==> config.mk <==
export PLATFORM = sky130hd
export DESIGN_NAME = pio_top
export DESIGN_NICKNAME = d
export VERILOG_FILES = /design/src/pio_pkg.sv /design/src/pio_pin_if.sv /design/src/pio_pin.sv /design/src/pio_incell.sv /design/src/pio_top.sv
export SDC_FILE = /design/constraint.sdc
export NUM_CORES = 1
export LEC_CHECK = 0
export BUFFER_PORTS_ARGS = -buffer_cell sky130_fd_sc_hd__clkbuf_2
export CORE_MARGIN = 10
export CORE_UTILIZATION = 55
export CTS_CLUSTER_DIAMETER = 100
export CTS_CLUSTER_SIZE = 8
export DETAILED_ROUTE_END_ITERATION = 7
export GPL_ROUTABILITY_DRIVEN = 1
export GPL_TIMING_DRIVEN = 0
export PLACE_DENSITY = 0.94
export SYNTH_ARGS = -nofsm -noshare
export SYNTH_HDL_FRONTEND = slang
export SYNTH_SLANG_ARGS = --single-unit
==> constraint.sdc <==
create_clock -name clk_sys -period 4.38 [get_ports clk_sys]
set_input_delay 0 -clock clk_sys [delete_from_list [all_inputs] [get_ports clk_sys]]
set_output_delay 0 -clock clk_sys [all_outputs]
set_load 0.02 [all_outputs]
==> src/pio_pkg.sv <==
package pio_pkg;

   // ----------------------------------------------------------------
   // pin modes and input cell modes
   // ----------------------------------------------------------------
   typedef enum logic [2:0] {
      MODE_MCU  = 3'h0,
      MODE_CELL = 3'h1,
      MODE_ADDR = 3'h2,
      MODE_PERI = 3'h3,
      MODE_CSEL = 3'h4,
      MODE_TEST = 3'h5
   } pio_mode_t;

   typedef enum logic [1:0] {
      IN_PASS  = 2'h0,
      IN_LATCH = 2'h1,
      IN_CLOCK = 2'h2
   } pio_inmode_t;

   // ----------------------------------------------------------------
   // register offsets, index is the port (0 = A .. 3 = D)
   // ----------------------------------------------------------------
   localparam logic [3:0][7:0] OFF_DIN  = {8'h11, 8'h10, 8'h01, 8'h00};
   localparam logic [3:0][7:0] OFF_DOUT = {8'h13, 8'h12, 8'h05, 8'h04};
   localparam logic [3:0][7:0] OFF_DIR  = {8'h15, 8'h14, 8'h07, 8'h06};
   localparam logic [3:0][7:0] OFF_DRV  = {8'h17, 8'h16, 8'h09, 8'h08};
   localparam logic [3:0][7:0] OFF_OEN  = {8'h1B, 8'h1A, 8'h0D, 8'h0C};
   localparam logic [1:0][7:0] OFF_CTL  = {8'h03, 8'h02};
   localparam logic [2:0][7:0] OFF_CIN  = {8'h18, 8'h0B, 8'h0A};
   localparam logic [7:0]      OFF_MAP  = 8'h30;

   // ----------------------------------------------------------------
   // field positions, masks and reset values
   // ----------------------------------------------------------------
   localparam logic [3:0][7:0] PORT_MASK = {8'h06, 8'h9C, 8'hFF, 8'hFF};
   localparam logic [7:0]      TEST_PINS  = 8'h63;
   localparam int              MAP_PERI_BIT = 7;
   localparam int              BIT_STAT   = 3;
   localparam int              BIT_ERR    = 4;
   localparam int              BIT_TDO    = 6;
   localparam logic [7:0]      RST_REG    = 8'h00;

endpackage

==> src/pio_pin_if.sv <==
`timescale 1ns/100ps
`default_nettype none
interface pio_pin_if;
   pio_pkg::pio_mode_t mode;
   logic dir, ctl, dout, drv, peri_en;
   logic cell_d, addr_d, per_d, per_oe, arr_oe, fix_d, fix_oe;
   logic pad_o, pad_oe;

   modport ctrl (output mode, dir, ctl, dout, drv, peri_en, cell_d, addr_d,
                 per_d, per_oe, arr_oe, fix_d, fix_oe,
                 input pad_o, pad_oe);
   modport pin  (input mode, dir, ctl, dout, drv, peri_en, cell_d, addr_d,
                 per_d, per_oe, arr_oe, fix_d, fix_oe,
                 output pad_o, pad_oe);
endinterface
`default_nettype wire

==> src/pio_pin.sv <==
`timescale 1ns/100ps
`default_nettype none
module pio_pin (
   input  wire logic clk_sys, // system clock
   input  wire logic rst,     // synchronous reset
   pio_pin_if.pin    pif      // controls from the port logic
);
   typedef struct packed {
      logic o;
      logic oe;
   } pio_pin_st_t;

   pio_pin_st_t q, d;

   always_comb begin
      d = q;
      // ------------------------------------------------------------
      // output source select
      // ------------------------------------------------------------
      case (pif.mode)
         pio_pkg::MODE_CELL, pio_pkg::MODE_CSEL: begin
            d.o = pif.cell_d; // data out ignored here
         end
         pio_pkg::MODE_ADDR: begin
            // needs both control and direction set
            d.o = (pif.ctl & pif.dir) ? pif.addr_d : pif.dout;
         end
         pio_pkg::MODE_PERI: begin
            d.o = pif.peri_en ? pif.per_d : pif.dout;
         end
         pio_pkg::MODE_TEST: begin
            d.o = pif.fix_d;
         end
         default: begin
            d.o = pif.dout;
         end
      endcase
      // ------------------------------------------------------------
      // driver enable
      // ------------------------------------------------------------
      if (pif.mode == pio_pkg::MODE_TEST) begin
         d.oe = pif.fix_oe;
      end else begin
         // direction alone when arr_oe and the peripheral term are idle
         d.oe = pif.arr_oe | pif.dir
              | (pif.mode == pio_pkg::MODE_PERI & pif.peri_en & pif.per_oe);
         // open drain: high level is released, not driven
         if (pif.drv & d.o) begin
            d.oe = 1'b0;
         end
      end
   end

   always_ff @(posedge clk_sys) begin
      if (rst) begin
         q <= '0;
      end else begin
         q <= d;
      end
   end

   assign pif.pad_o  = q.o;
   assign pif.pad_oe = q.oe;
endmodule // pio_pin
`default_nettype wire

==> src/pio_incell.sv <==
`timescale 1ns/100ps
`default_nettype none
module pio_incell (
   input  wire logic               clk_sys, // system clock
   input  wire logic               rst,     // synchronous reset
   input  wire logic [7:0]         pin,     // pin levels
   input  wire pio_pkg::pio_inmode_t mode,  // strobe style
   input  wire logic [1:0]         strobe,  // term per group of four
   output logic      [7:0]         cell_q   // captured levels
);
   typedef struct packed {
      logic [7:0] q;
      logic [1:0] stb;
   } pio_incell_st_t;

   pio_incell_st_t q, d;
   logic [7:0]     nxt;

   // ----------------------------------------------------------------
   // per-bit capture
   // ----------------------------------------------------------------
   genvar b;
   generate
      for (b = 0; b < 8; b++) begin : g_bit
         logic g;
         assign g = strobe[b / 4];
         always_comb begin
            case (mode)
               pio_pkg::IN_LATCH: nxt[b] = g ? pin[b] : q.q[b];
               // rising edge of the term acts as the clock
               pio_pkg::IN_CLOCK: nxt[b] = (g & ~q.stb[b / 4]) ? pin[b]
                                                               : q.q[b];
               default:           nxt[b] = pin[b];
            endcase
         end
      end
   endgenerate

   always_comb begin
      d     = q;
      d.q   = nxt;
      d.stb = strobe;
   end

   always_ff @(posedge clk_sys) begin
      if (rst) begin
         q <= '0;
      end else begin
         q <= d;
      end
   end

   assign cell_q = q.q;
endmodule // pio_incell
`default_nettype wire

==> src/pio_top.sv <==
// Operation
// - output mux picks data out, latched address, peripheral or cell data
// - mux select comes from configuration plus run-time control bits
// - a register read puts at most one source on the read data
// - direction, drive, control, data out, enable and pin level readable
// - driver enable is logic-array term OR direction bit, plus peripheral enable in peripheral mode; drive bit releases high
// - with no other enable sources the direction bit alone drives
// - each pin of ports A..C feeds both data-in read and its input cell; data-in reads C0, C1, C5, C6 as 0
// - logic-array output mode works from configuration alone
// - general-purpose mode is run-time register controlled, the array term also enables
// - port C group two on pins 2,3,4,7; groups and selects per port
// - port C pins 0,1,5,6 are test-port pins, never general I/O
// - six-pin option puts status on C3, error on C4
// - direction 0 input, 1 drives data out; control defaults 0
// - data in reads live pins, data out sets driven levels
// - direction changeable any time, mixed within one port
// - port A input register at 00h, only on larger package
// - direction and data out reset to 00h
// - data out writes do not reach a logic-array output pin
// - logic-array input pin readable, direction still drives
//
// Added by the designer: the plain strobed port.
`timescale 1ns/100ps
`default_nettype none
module pio_top #(
   parameter bit LARGE_PKG = 1'b1                      // port A present
) (
   input  wire logic                     clk_sys,      // system clock
   input  wire logic                     rst,          // sync reset
   input  wire logic [7:0]               reg_addr,     // register offset
   input  wire logic [7:0]               reg_wdata,    // write data
   input  wire logic                     reg_wr,       // write strobe
   input  wire logic                     reg_rd,       // read strobe
   output logic      [7:0]               reg_rdata,    // read data
   input  wire logic [31:0]              pin_level,    // pin levels A..D
   output logic      [31:0]              pin_drive,    // pin output value
   output logic      [31:0]              pin_oe,       // pin driver on
   input  wire pio_pkg::pio_mode_t [31:0] cfg_mode,    // configured mode
   input  wire logic [7:0]               cfg_b_grp2,   // port B group two
   input  wire logic                     cfg_six_pin,  // six-pin test port
   input  wire pio_pkg::pio_inmode_t [2:0] cfg_in_mode,// input cell style
   input  wire logic [7:0]               output_cell_group_one, // cells
   input  wire logic [7:0]               output_cell_group_two, // cells
   input  wire logic [7:0]               chip_sel,     // port D selects
   input  wire logic [31:0]              arr_oe,       // array enables
   input  wire logic [15:0]              lat_addr,     // latched address
   input  wire logic [7:0]               peri_data,    // peripheral data
   input  wire logic [7:0]               peri_oe,      // peripheral enable
   input  wire logic [5:0]               in_strobe,    // input cell terms
   input  wire logic                     prog_status,  // programming status
   input  wire logic                     prog_error,   // programming error
   input  wire logic                     tdo_data,     // test data out
   input  wire logic                     tdo_oe,       // test data enable
   output logic      [23:0]              input_logic_cell // cells A..C
);
   typedef struct packed {
      logic [3:0][7:0] dout;
      logic [3:0][7:0] dir;
      logic [3:0][7:0] drv;
      logic [1:0][7:0] ctl;
      logic [7:0]      map;
      logic [7:0]      rdata;
   } pio_regs_t;

   pio_regs_t   q, d;
   logic [31:0] oe_now;
   logic [7:0]  pmask [4];

   // ----------------------------------------------------------------
   // legal modes per pin
   // ----------------------------------------------------------------
   function automatic pio_pkg::pio_mode_t fix_mode(
      input int unsigned i, input pio_pkg::pio_mode_t m, input logic six);
      int unsigned p;
      int unsigned b;
      pio_pkg::pio_mode_t r;
      p = i / 8;
      b = i % 8;
      r = pio_pkg::MODE_MCU;
      case (m)
         pio_pkg::MODE_CELL: if (p < 3) r = m;
         pio_pkg::MODE_ADDR: if (p < 2) r = m;
         pio_pkg::MODE_PERI: if (p == 0) r = m;
         pio_pkg::MODE_CSEL: if (p == 3) r = m;
         default:            r = pio_pkg::MODE_MCU;
      endcase
      if (p == 0 && !LARGE_PKG) r = pio_pkg::MODE_MCU;
      if (p == 2 && pio_pkg::TEST_PINS[b]) r = pio_pkg::MODE_TEST;
      if (p == 2 && six && (b == pio_pkg::BIT_STAT || b == pio_pkg::BIT_ERR))
         r = pio_pkg::MODE_TEST;
      return r;
   endfunction

   always_comb begin
      pmask[0] = LARGE_PKG ? pio_pkg::PORT_MASK[0] : 8'h00;
      pmask[1] = pio_pkg::PORT_MASK[1];
      pmask[2] = pio_pkg::PORT_MASK[2];
      pmask[3] = pio_pkg::PORT_MASK[3];
   end

   // ----------------------------------------------------------------
   // register writes and read-back
   // ----------------------------------------------------------------
   always_comb begin
      d       = q;
      d.rdata = 8'h00;
      if (reg_wr) begin
         // data-in offsets have no write path
         for (int p = 0; p < 4; p++) begin
            if (reg_addr == pio_pkg::OFF_DOUT[p])
               d.dout[p] = reg_wdata & pmask[p];
            if (reg_addr == pio_pkg::OFF_DIR[p])
               d.dir[p] = reg_wdata & pmask[p];
            if (reg_addr == pio_pkg::OFF_DRV[p])
               d.drv[p] = reg_wdata & pmask[p];
         end
         for (int p = 0; p < 2; p++) begin
            if (reg_addr == pio_pkg::OFF_CTL[p])
               d.ctl[p] = reg_wdata & pmask[p];
         end
         if (reg_addr == pio_pkg::OFF_MAP)
            d.map = reg_wdata;
      end
      if (reg_rd) begin
         // offsets are distinct, so one source at most
         for (int p = 0; p < 4; p++) begin
            if (reg_addr == pio_pkg::OFF_DIN[p])
               d.rdata = pin_level[p*8 +: 8] & pmask[p];
            if (reg_addr == pio_pkg::OFF_DOUT[p]) d.rdata = q.dout[p];
            if (reg_addr == pio_pkg::OFF_DIR[p])  d.rdata = q.dir[p];
            if (reg_addr == pio_pkg::OFF_DRV[p])  d.rdata = q.drv[p];
            if (reg_addr == pio_pkg::OFF_OEN[p])
               d.rdata = oe_now[p*8 +: 8] & pmask[p];
         end
         for (int p = 0; p < 2; p++) begin
            if (reg_addr == pio_pkg::OFF_CTL[p]) d.rdata = q.ctl[p];
         end
         for (int p = 0; p < 3; p++) begin
            if (reg_addr == pio_pkg::OFF_CIN[p])
               d.rdata = input_logic_cell[p*8 +: 8] & pmask[p];
         end
         if (reg_addr == pio_pkg::OFF_MAP) d.rdata = q.map;
      end
   end

   always_ff @(posedge clk_sys) begin
      if (rst) begin
         q <= '0; // all registers clear to 00h
      end else begin
         q <= d;
      end
   end

   assign reg_rdata = q.rdata;

   // ----------------------------------------------------------------
   // pin slices
   // ----------------------------------------------------------------
   genvar i;
   generate
      for (i = 0; i < 32; i++) begin : g_pin
         localparam int P = i / 8;
         localparam int B = i % 8;
         pio_pin_if pif ();

         assign pif.mode    = fix_mode(i, cfg_mode[i], cfg_six_pin);
         assign pif.dir     = q.dir[P][B];
         assign pif.ctl     = (P < 2) ? q.ctl[P % 2][B] : 1'b0;
         assign pif.dout    = q.dout[P][B];
         assign pif.drv     = q.drv[P][B];
         assign pif.peri_en = q.map[pio_pkg::MAP_PERI_BIT];
         // source per port: group one, two or selects
         assign pif.cell_d  = (P == 0) ? output_cell_group_one[B]
                            : (P == 1) ? (cfg_b_grp2[B]
                                          ? output_cell_group_two[B]
                                          : output_cell_group_one[B])
                            : (P == 2) ? output_cell_group_two[B]
                            : chip_sel[B];
         assign pif.addr_d  = (P < 2) ? lat_addr[i % 16] : 1'b0;
         assign pif.per_d   = (P == 0) ? peri_data[B] : 1'b0;
         assign pif.per_oe  = (P == 0) ? peri_oe[B] : 1'b0;
         assign pif.arr_oe  = arr_oe[i];
         // fixed test-port drivers
         assign pif.fix_d   = (P != 2)                 ? 1'b0
                            : (B == pio_pkg::BIT_TDO)  ? tdo_data
                            : (B == pio_pkg::BIT_STAT) ? prog_status
                            : (B == pio_pkg::BIT_ERR)  ? prog_error
                            : 1'b0;
         assign pif.fix_oe  = (P != 2)                 ? 1'b0
                            : (B == pio_pkg::BIT_TDO)  ? tdo_oe
                            : (B == pio_pkg::BIT_STAT
                               || B == pio_pkg::BIT_ERR) ? cfg_six_pin
                            : 1'b0;

         pio_pin u_pin (
            .clk_sys (clk_sys),
            .rst     (rst),
            .pif     (pif)
         );

         assign pin_drive[i] = pif.pad_o;
         assign pin_oe[i]    = pif.pad_oe;
         assign oe_now[i]    = pif.pad_oe;
      end

      // ----------------------------------------------------------------
      // input cells, ports A..C
      // ----------------------------------------------------------------
      for (i = 0; i < 3; i++) begin : g_cell
         pio_incell u_cell (
            .clk_sys (clk_sys),
            .rst     (rst),
            .pin     (pin_level[i*8 +: 8]),
            .mode    (cfg_in_mode[i]),
            .strobe  (in_strobe[i*2 +: 2]),
            .cell_q  (input_logic_cell[i*8 +: 8])
         );
      end
   endgenerate
endmodule // pio_top
`default_nettype wire

==> results.md, run 1 <==
- Syn-to-layout area delta: 36.6%
- Syn. warnings: 0
- Most common flop cell mapped by yosys: dfxtp_1
- Tmin final: 3.25 ns
- Ratio of final minimum period to clock period: 74.2%
- Critical Path Fanout Max: 10
- Number of routed nets with antenna violations: 0
- First-pass GRT wire length: 77600 um
- Clock Path Buffers: 2
- Number of post-CTS setup repair buffers: 0
- Failing checks: DRC
- Final setup violation count: 0
- Yosys top cell by area: dfxtp_1
- Drt pass-1 iters: 8
- Max Cap Viol: 0
- Detailed placer's ending HPWL: 37300 um
- Clk root buf: clkbuf_16
- FF+latch count, synth: 186
- Most frequent cells in the layout: clkbuf_2 (320), nor2_1 (197), dfxtp_1 (186)
- Worst skew pair latency: 0.45 ns
- FMAX: 308 MHz
- Remaining DRCs: 5
- Gr usage total: 41.6%
- Post-synthesis async set-or-reset flop share: 0%
- Vias per cell: 6.47
- Avg Synthesized Cell Area: 8.20 sq um
- CTS Sinks: 186
- Synth top area cells: dfxtp_1 (36%), mux2i_1 (10%), buf_4 (7.1%)
- RSZ-0062 raised after global routing: no
- CP arrival: 3.64 ns
- Initial Utilization: 55.9%
- Largest net degree at the start of global routing: 20
- Post-synth top area share: 35.8%
- Worst Skew: 0.0114 ns
- Die H: 158 um
- Core Region: 18600 sq um
- Setup WS post-layout: 1.13 ns
- CP Data Required Time: 4.77 ns
- Port bufs: 320
- # rows: 50
- CTS tree: done
- Sequential-to-total area share from yosys stat: 35.8%
- Final nets: 2002
- R2R setup slack: 1.13 ns
- Place WS: 1.71 ns
- CTS Buf Count: 17
- Die Area: 24800 sq um
- Crit Path Category: reg -> reg
- Worst rel slew slack: 16.3%
- H-tree Lvls: 4
- WL final: 54200 um
- CTS Hold Bufs: 127
- Gpl congestion: 1.03
- Mapped Cells: 1270
- Final setup TNS: 0 ns
- Startpoint Class: register
- Outcome: finished, violations left
- I/O pin cnt: 357
- Die extent in x: 158 um
- Maximum VDD drop: 0.285 mV
- Layout cell share with drive strength beyond 1: 29.4%
- Vias: 12900
- Leakage: 0.00629 uW
- Most common cell after layout, fill and taps aside: clkbuf_2
- Tightest Hold Check Type: in -> reg
- CP Capture Type: register
- Power Dens Cells: 298 nW/um^2
- Grt total ovfl: 0
- Synth cell types: 83
- Syn Std Cell Area: 10400 sq um
- Clk slew on worst S/H paths: 0.08 ns
- Vias in the first global route: 12700
- Slew @ Worst Pin: 1.26 ns
- DR WL/cell: 27.2 um
- Post-cts resize count: 0
- Initial DRC Count: 1856
- Endpoints failing hold: 0
- EDFF count, synth: 0
- Initial antenna violation count: 3
- Slew Viols, Final: 0
-- final timing paths --
path / endpoint / depth (start not counted) / from
max: g_pin[7].u_pin.pif.pad_oe / 7 / g_pin[0].pif.peri_en
min: g_pin[14].u_pin.pif.pad_o / 5 / cfg_mode[42]
max reg2reg: g_pin[7].u_pin.pif.pad_oe / 7 / g_pin[0].pif.peri_en
min reg2reg: q[12] / 2 / q[12]
-- stage by stage --
step / area [sq um] / power (uW) / hold WS, ns / utilization, % / cells
6_report: 14200 / 4250 / 0.0315 / 76.3 / 1991
5_1_grt: 14200 / 4310 / 0.0510 / 76.3 / 1990
4_1_cts: 14200 / 4150 / 0.0185 / 76.2 / 1988
3_5_place_dp: 12300 / 2480 / 0.217 / 66.1 / 1829
3_3_place_gp: 12300 / 2470 / 0.206 / 66.1 / 1829
2_1_floorplan: 10400 / 2160 / 0.128 / - / 1275
-- layer usage --
layer / track usage, % / wire, um
met1: 47.8 / 18700
met2: 65.5 / 23700
met5: 0 / 0
met4: 26.8 / 4030
met3: 13.6 / 7750
-- logic make-up after synthesis --
logic type / synth area share [%]
compound gates: 17.9
simple gates: 24.1
other cells: 0.0360
xor+xnor: 0.252
flops: 35.8
mux: 11.5
buf+inv: 10.4
-- where the power goes --
group          switching (uW)  internal, uW
clock network             821           841
registers                34.5          1740
logic                     471           342
-- sequential cells by signal, summed over array words and instances (netlist names) --
register	flops
g_pin.pif.ctl	16
g_pin.pif.peri_en	1
reg_rdata	8
g_cell.u_cell.cell_q	24
g_cell.u_cell.q	6
g_pin.u_pin.pif.pad_oe	29
q	7
g_pin.u_pin.pif.pad_o	29
g_pin.pif.dout	22
g_pin.pif.drv	22
g_pin.pif.dir	22
-- cells in the mapped netlist, types with 8 or more instances --
| cell type | instances |
|---|---|
| dfxtp_1 | 186 |
| o22ai_1 | 21 |
| inv_1 | 8 |
| buf_2 | 18 |
| nand3_1 | 46 |
| o31ai_1 | 10 |
| mux2i_1 | 105 |
| a211oi_1 | 25 |
| mux2_2 | 13 |
| nand2_1 | 95 |
| a22oi_1 | 14 |
| clkbuf_1 | 44 |
| nand2b_1 | 21 |
| buf_4 | 99 |
| o22a_1 | 12 |
| nor2_1 | 197 |
| a21oi_1 | 66 |
| nor2b_1 | 49 |
| nor3b_1 | 9 |
| o21ai_0 | 47 |
| nor3_1 | 29 |
-- cell type report --
| class | instances | area, sq um |
|---|---|---|
| diodes | 3 | 7.51 |
| multi-input cells | 912 | 5630 |
| clock inverters | 14 | 178 |
| inverters | 9 | 33.8 |
| plain buffers | 168 | 1050 |
| well taps | 234 | 293 |
| repair buffers | 447 | 2870 |
| flip-flops and latches | 186 | 3720 |
| clock buffers | 18 | 439 |
| fillers | 1238 | 4420 |
-- critical path, cell delays in order, from the launching register on --
cell and delay [ns]:
dfxtp_1 0.36, clkbuf_1 0.79, nand2_1 0.25, nor3_1 0.29, nor3_1 0.09, dlygate4sd3_1 0.59
a211oi_1 0.25, dlygate4sd3_1 0.59
Note: power is estimated with default switching activity, not from simulation.
==> run 2: changes to the inputs <==
ABC_AREA = 1   (was default)
CORE_UTILIZATION = 50   (was 55)
PLACE_DENSITY = 0.89   (was 0.94)
clock period = 3.1 ns   (was 4.38 ns; I/O delays follow)
==> run 2 against run 1 <==
Effect of this change:
- largest power group unchanged
- first-iteration DRC count is 32% lower
- die area is 0.18% higher
- routed wire length is 24% lower
- the flow now finishes without violations
- register-to-register slack worse by 0.85 ns
==> results.md, run 2 <==
- Setup WS post-layout: 0.278 ns
- Critical Path Fanout Max: 10
- Register share of total power: 44.5%
- Crit path max-delay family: buffers and inverters
- CP Cell Sequence: clkbuf_1 -> clkbuf_2 -> o21ai_0 -> nand2_1 -> nand3_1 -> dlygate4sd3_1 -> nand2_1 -> dlygate4sd3_1 -> nor2_1
- RSZ-0062 raised after global routing: no
- # rows: 50
- Most common cell after layout, fill and taps aside: clkbuf_2
- Gpl congestion: 1.01
- WL final: 41400 um
- Initial antenna violation count: 0
- Sw Share: 26.8%
- Die extent in x: 158 um
- Layout cell share with drive strength beyond 1: 26.8%
- DR WL/cell: 19.7 um
- Vias in the first global route: 11700
- Tmin final: 2.82 ns
- Fin area: 13400 sq um
- Comb power frac: 16.5%
- Crit Path Category: reg -> reg
- Startpoint Class: register
- Maximum VDD drop: 0.342 mV
- Leakage: 0.00634 uW
- Slew @ Worst Pin: 1.00 ns
- Initial DRC Count: 1261
- Syn-to-layout area delta: 41.4%
- Sequential-to-total area share from yosys stat: 39.3%
- CP max-delay cell: dlygate4sd3_1
- CTS Sinks: 186
- Max Cap Viol: 0
- Worst rel slew slack: 33.3%
- Clock Path Buffers: 2
- Largest net degree at the start of global routing: 17
- Clk slew on worst S/H paths: 0.07 ns
- Final nets: 2121
- Grt total ovfl: 0
- CTS tree: done
- Post-synth top cells: nand2_1 (223), inv_1 (190), dfxtp_1 (186)
- Mapped Cells: 1369
- Gr usage total: 32.3%
- FF+latch count, synth: 186
- Avg Synthesized Cell Area: 6.93 sq um
- H-tree Lvls: 4
- Most common flop cell mapped by yosys: dfxtp_1
- Initial Utilization: 50.7%
- Detailed placer's ending HPWL: 30400 um
- Drt pass-1 iters: 7
- Core Region: 18700 sq um
- Final setup TNS: 0 ns
- Port bufs: 328
- Outcome: finished clean
- Post-synthesis async set-or-reset flop share: 0%
- Tightest Hold Check Type: in -> reg
- Synth cell types: 42
- Clk root buf: clkbuf_16
- Most used standard cell by instance count after synthesis: nand2_1
- Vias per cell: 5.49
- Post-synth top area share: 39.3%
- Endpoints failing hold: 0
- Placed cell area: 11400 sq um
- Ratio of final minimum period to clock period: 91.0%
- Vias: 11600
- I/O pin cnt: 357
- Worst Skew: 0.00727 ns
- Synth top area cells: dfxtp_1 (39%), o21ai_0 (9.3%), nand2_1 (8.8%)
- Syn Std Cell Area: 9490 sq um
- Max stage delay on crit path: 0.59 ns
- Worst skew pair latency: 0.44 ns
- Die Area: 24900 sq um
- Remaining DRCs: 0
- EDFF count, synth: 0
- Final Util: 71.7%
- Power share of the clock group: 39.1%
- Psw: 1510 uW
- Final setup violation count: 0
- Power Dens Cells: 419 nW/um^2
- First-pass GRT wire length: 62500 um
- R2R setup slack: 0.28 ns
- WP buf/inv: 4
- CP Capture Type: register
- Most frequent cells in the layout: clkbuf_2 (330), nand2_1 (223), inv_1 (190)
- CTS Buf Count: 17
- Number of routed nets with antenna violations: 0
- Syn. warnings: 0
- Fillers: 1458
- Die H: 158 um
- Place WS: 0.565 ns
- CP Data Required Time: 3.40 ns
- Yosys top cell by area: dfxtp_1
- Slew Viols, Final: 0
- FMAX: 354 MHz
- CP arrival: 3.12 ns
- Diode count: 0
- Pint: 4110 uW
## run 2: cell types whose count changed in the layout (fill, tap and decap cells not counted), moves of 15 or more
cell and change:
inv_1 +182, o21ai_0 +130, nand2_1 +128, mux2i_1 -105
a21oi_1 +88, nor2_1 -72, nor2b_1 -49, nand2b_1 -21
a211oi_1 -17, nor3_1 -17, clkbuf_1 -15
## run 2: final timing paths
path / from / endpoint / depth (start not counted)
worst min-delay path: cfg_mode[77] / g_pin[25].u_pin.pif.pad_o / 5
worst min register to register: g_cell[1].u_cell.cell_q[5] / g_cell[1].u_cell.cell_q[5] / 2
worst max register to register: g_pin[0].pif.peri_en / g_pin[3].u_pin.pif.pad_o / 9
worst max-delay path: g_pin[0].pif.peri_en / g_pin[3].u_pin.pif.pad_o / 9
## run 2: power by group through the flow
stage	clock (uW)	combinational, uW	sequential [uW]
2_1_floorplan	0	415	2540
3_3_place_gp	0	743	2550
3_5_place_dp	0	759	2550
4_1_cts	2190	894	2500
5_1_grt	2290	991	2500
6_report	2200	925	2500
## run 2: stage by stage
step | hold slack [ns] | total power (uW) | cells
5_1_grt | 0.0245 | 5790 | 2107
4_1_cts | 0.00291 | 5580 | 2107
2_1_floorplan | 0.0757 | 2950 | 1374
6_report | 0.00992 | 5620 | 2107
3_5_place_dp | 0.168 | 3310 | 1936
3_3_place_gp | 0.162 | 3290 | 1936
## run 2: layout make-up
| class | instances | area, sq um | share of cell area (%) |
|---|---|---|---|
| clock inverters | 11 | 120 | 0.895 |
| plain buffers | 131 | 867 | 6.46 |
| well taps | 234 | 293 | 2.18 |
| multi-input cells | 859 | 4170 | 31.1 |
| inverters | 198 | 746 | 5.56 |
| clock buffers | 21 | 460 | 3.43 |
| repair buffers | 467 | 3030 | 22.6 |
| flip-flops and latches | 186 | 3720 | 27.8 |
## run 2: per-layer routing
metal  vias to the layer above  share of wire, %  GRT usage (%)
met3                       148                11           9.34
met2                       794                47           54.9
met1                      5233                36           35.7
met5                         -                 0              0
li1                       5383                 -              -
met4                         0               5.0           17.2
## run 2: timing repair
item	in CTS	in global routing
gates resized for setup	0	5
hold endpoints to repair	109	0
hold buffers	139	0
endpoints found under the setup margin	0	2
setup buffers	0	0
## run 2: logic make-up (layout without fill, tap and decap cells)
family | Yosys count | count (layout) | share of synthesized area, %
buf+inv | 329 | 828 | 17.0
compound gates | 398 | 398 | 22.9
other cells | 1 | 6 | 0.0395
simple gates | 452 | 452 | 20.6
flops | 186 | 186 | 39.3
xor+xnor | 3 | 3 | 0.277
## run 2: worst reg2reg max path, cell delays in order, from the launching register on
cell and delay, ns:
dfxtp_1 0.32, clkbuf_1 0.33, clkbuf_2 0.42, o21ai_0 0.17, nand2_1 0.09, nand3_1 0.10, dlygate4sd3_1 0.59, nand2_1 0.07
dlygate4sd3_1 0.55, nor2_1 0.04
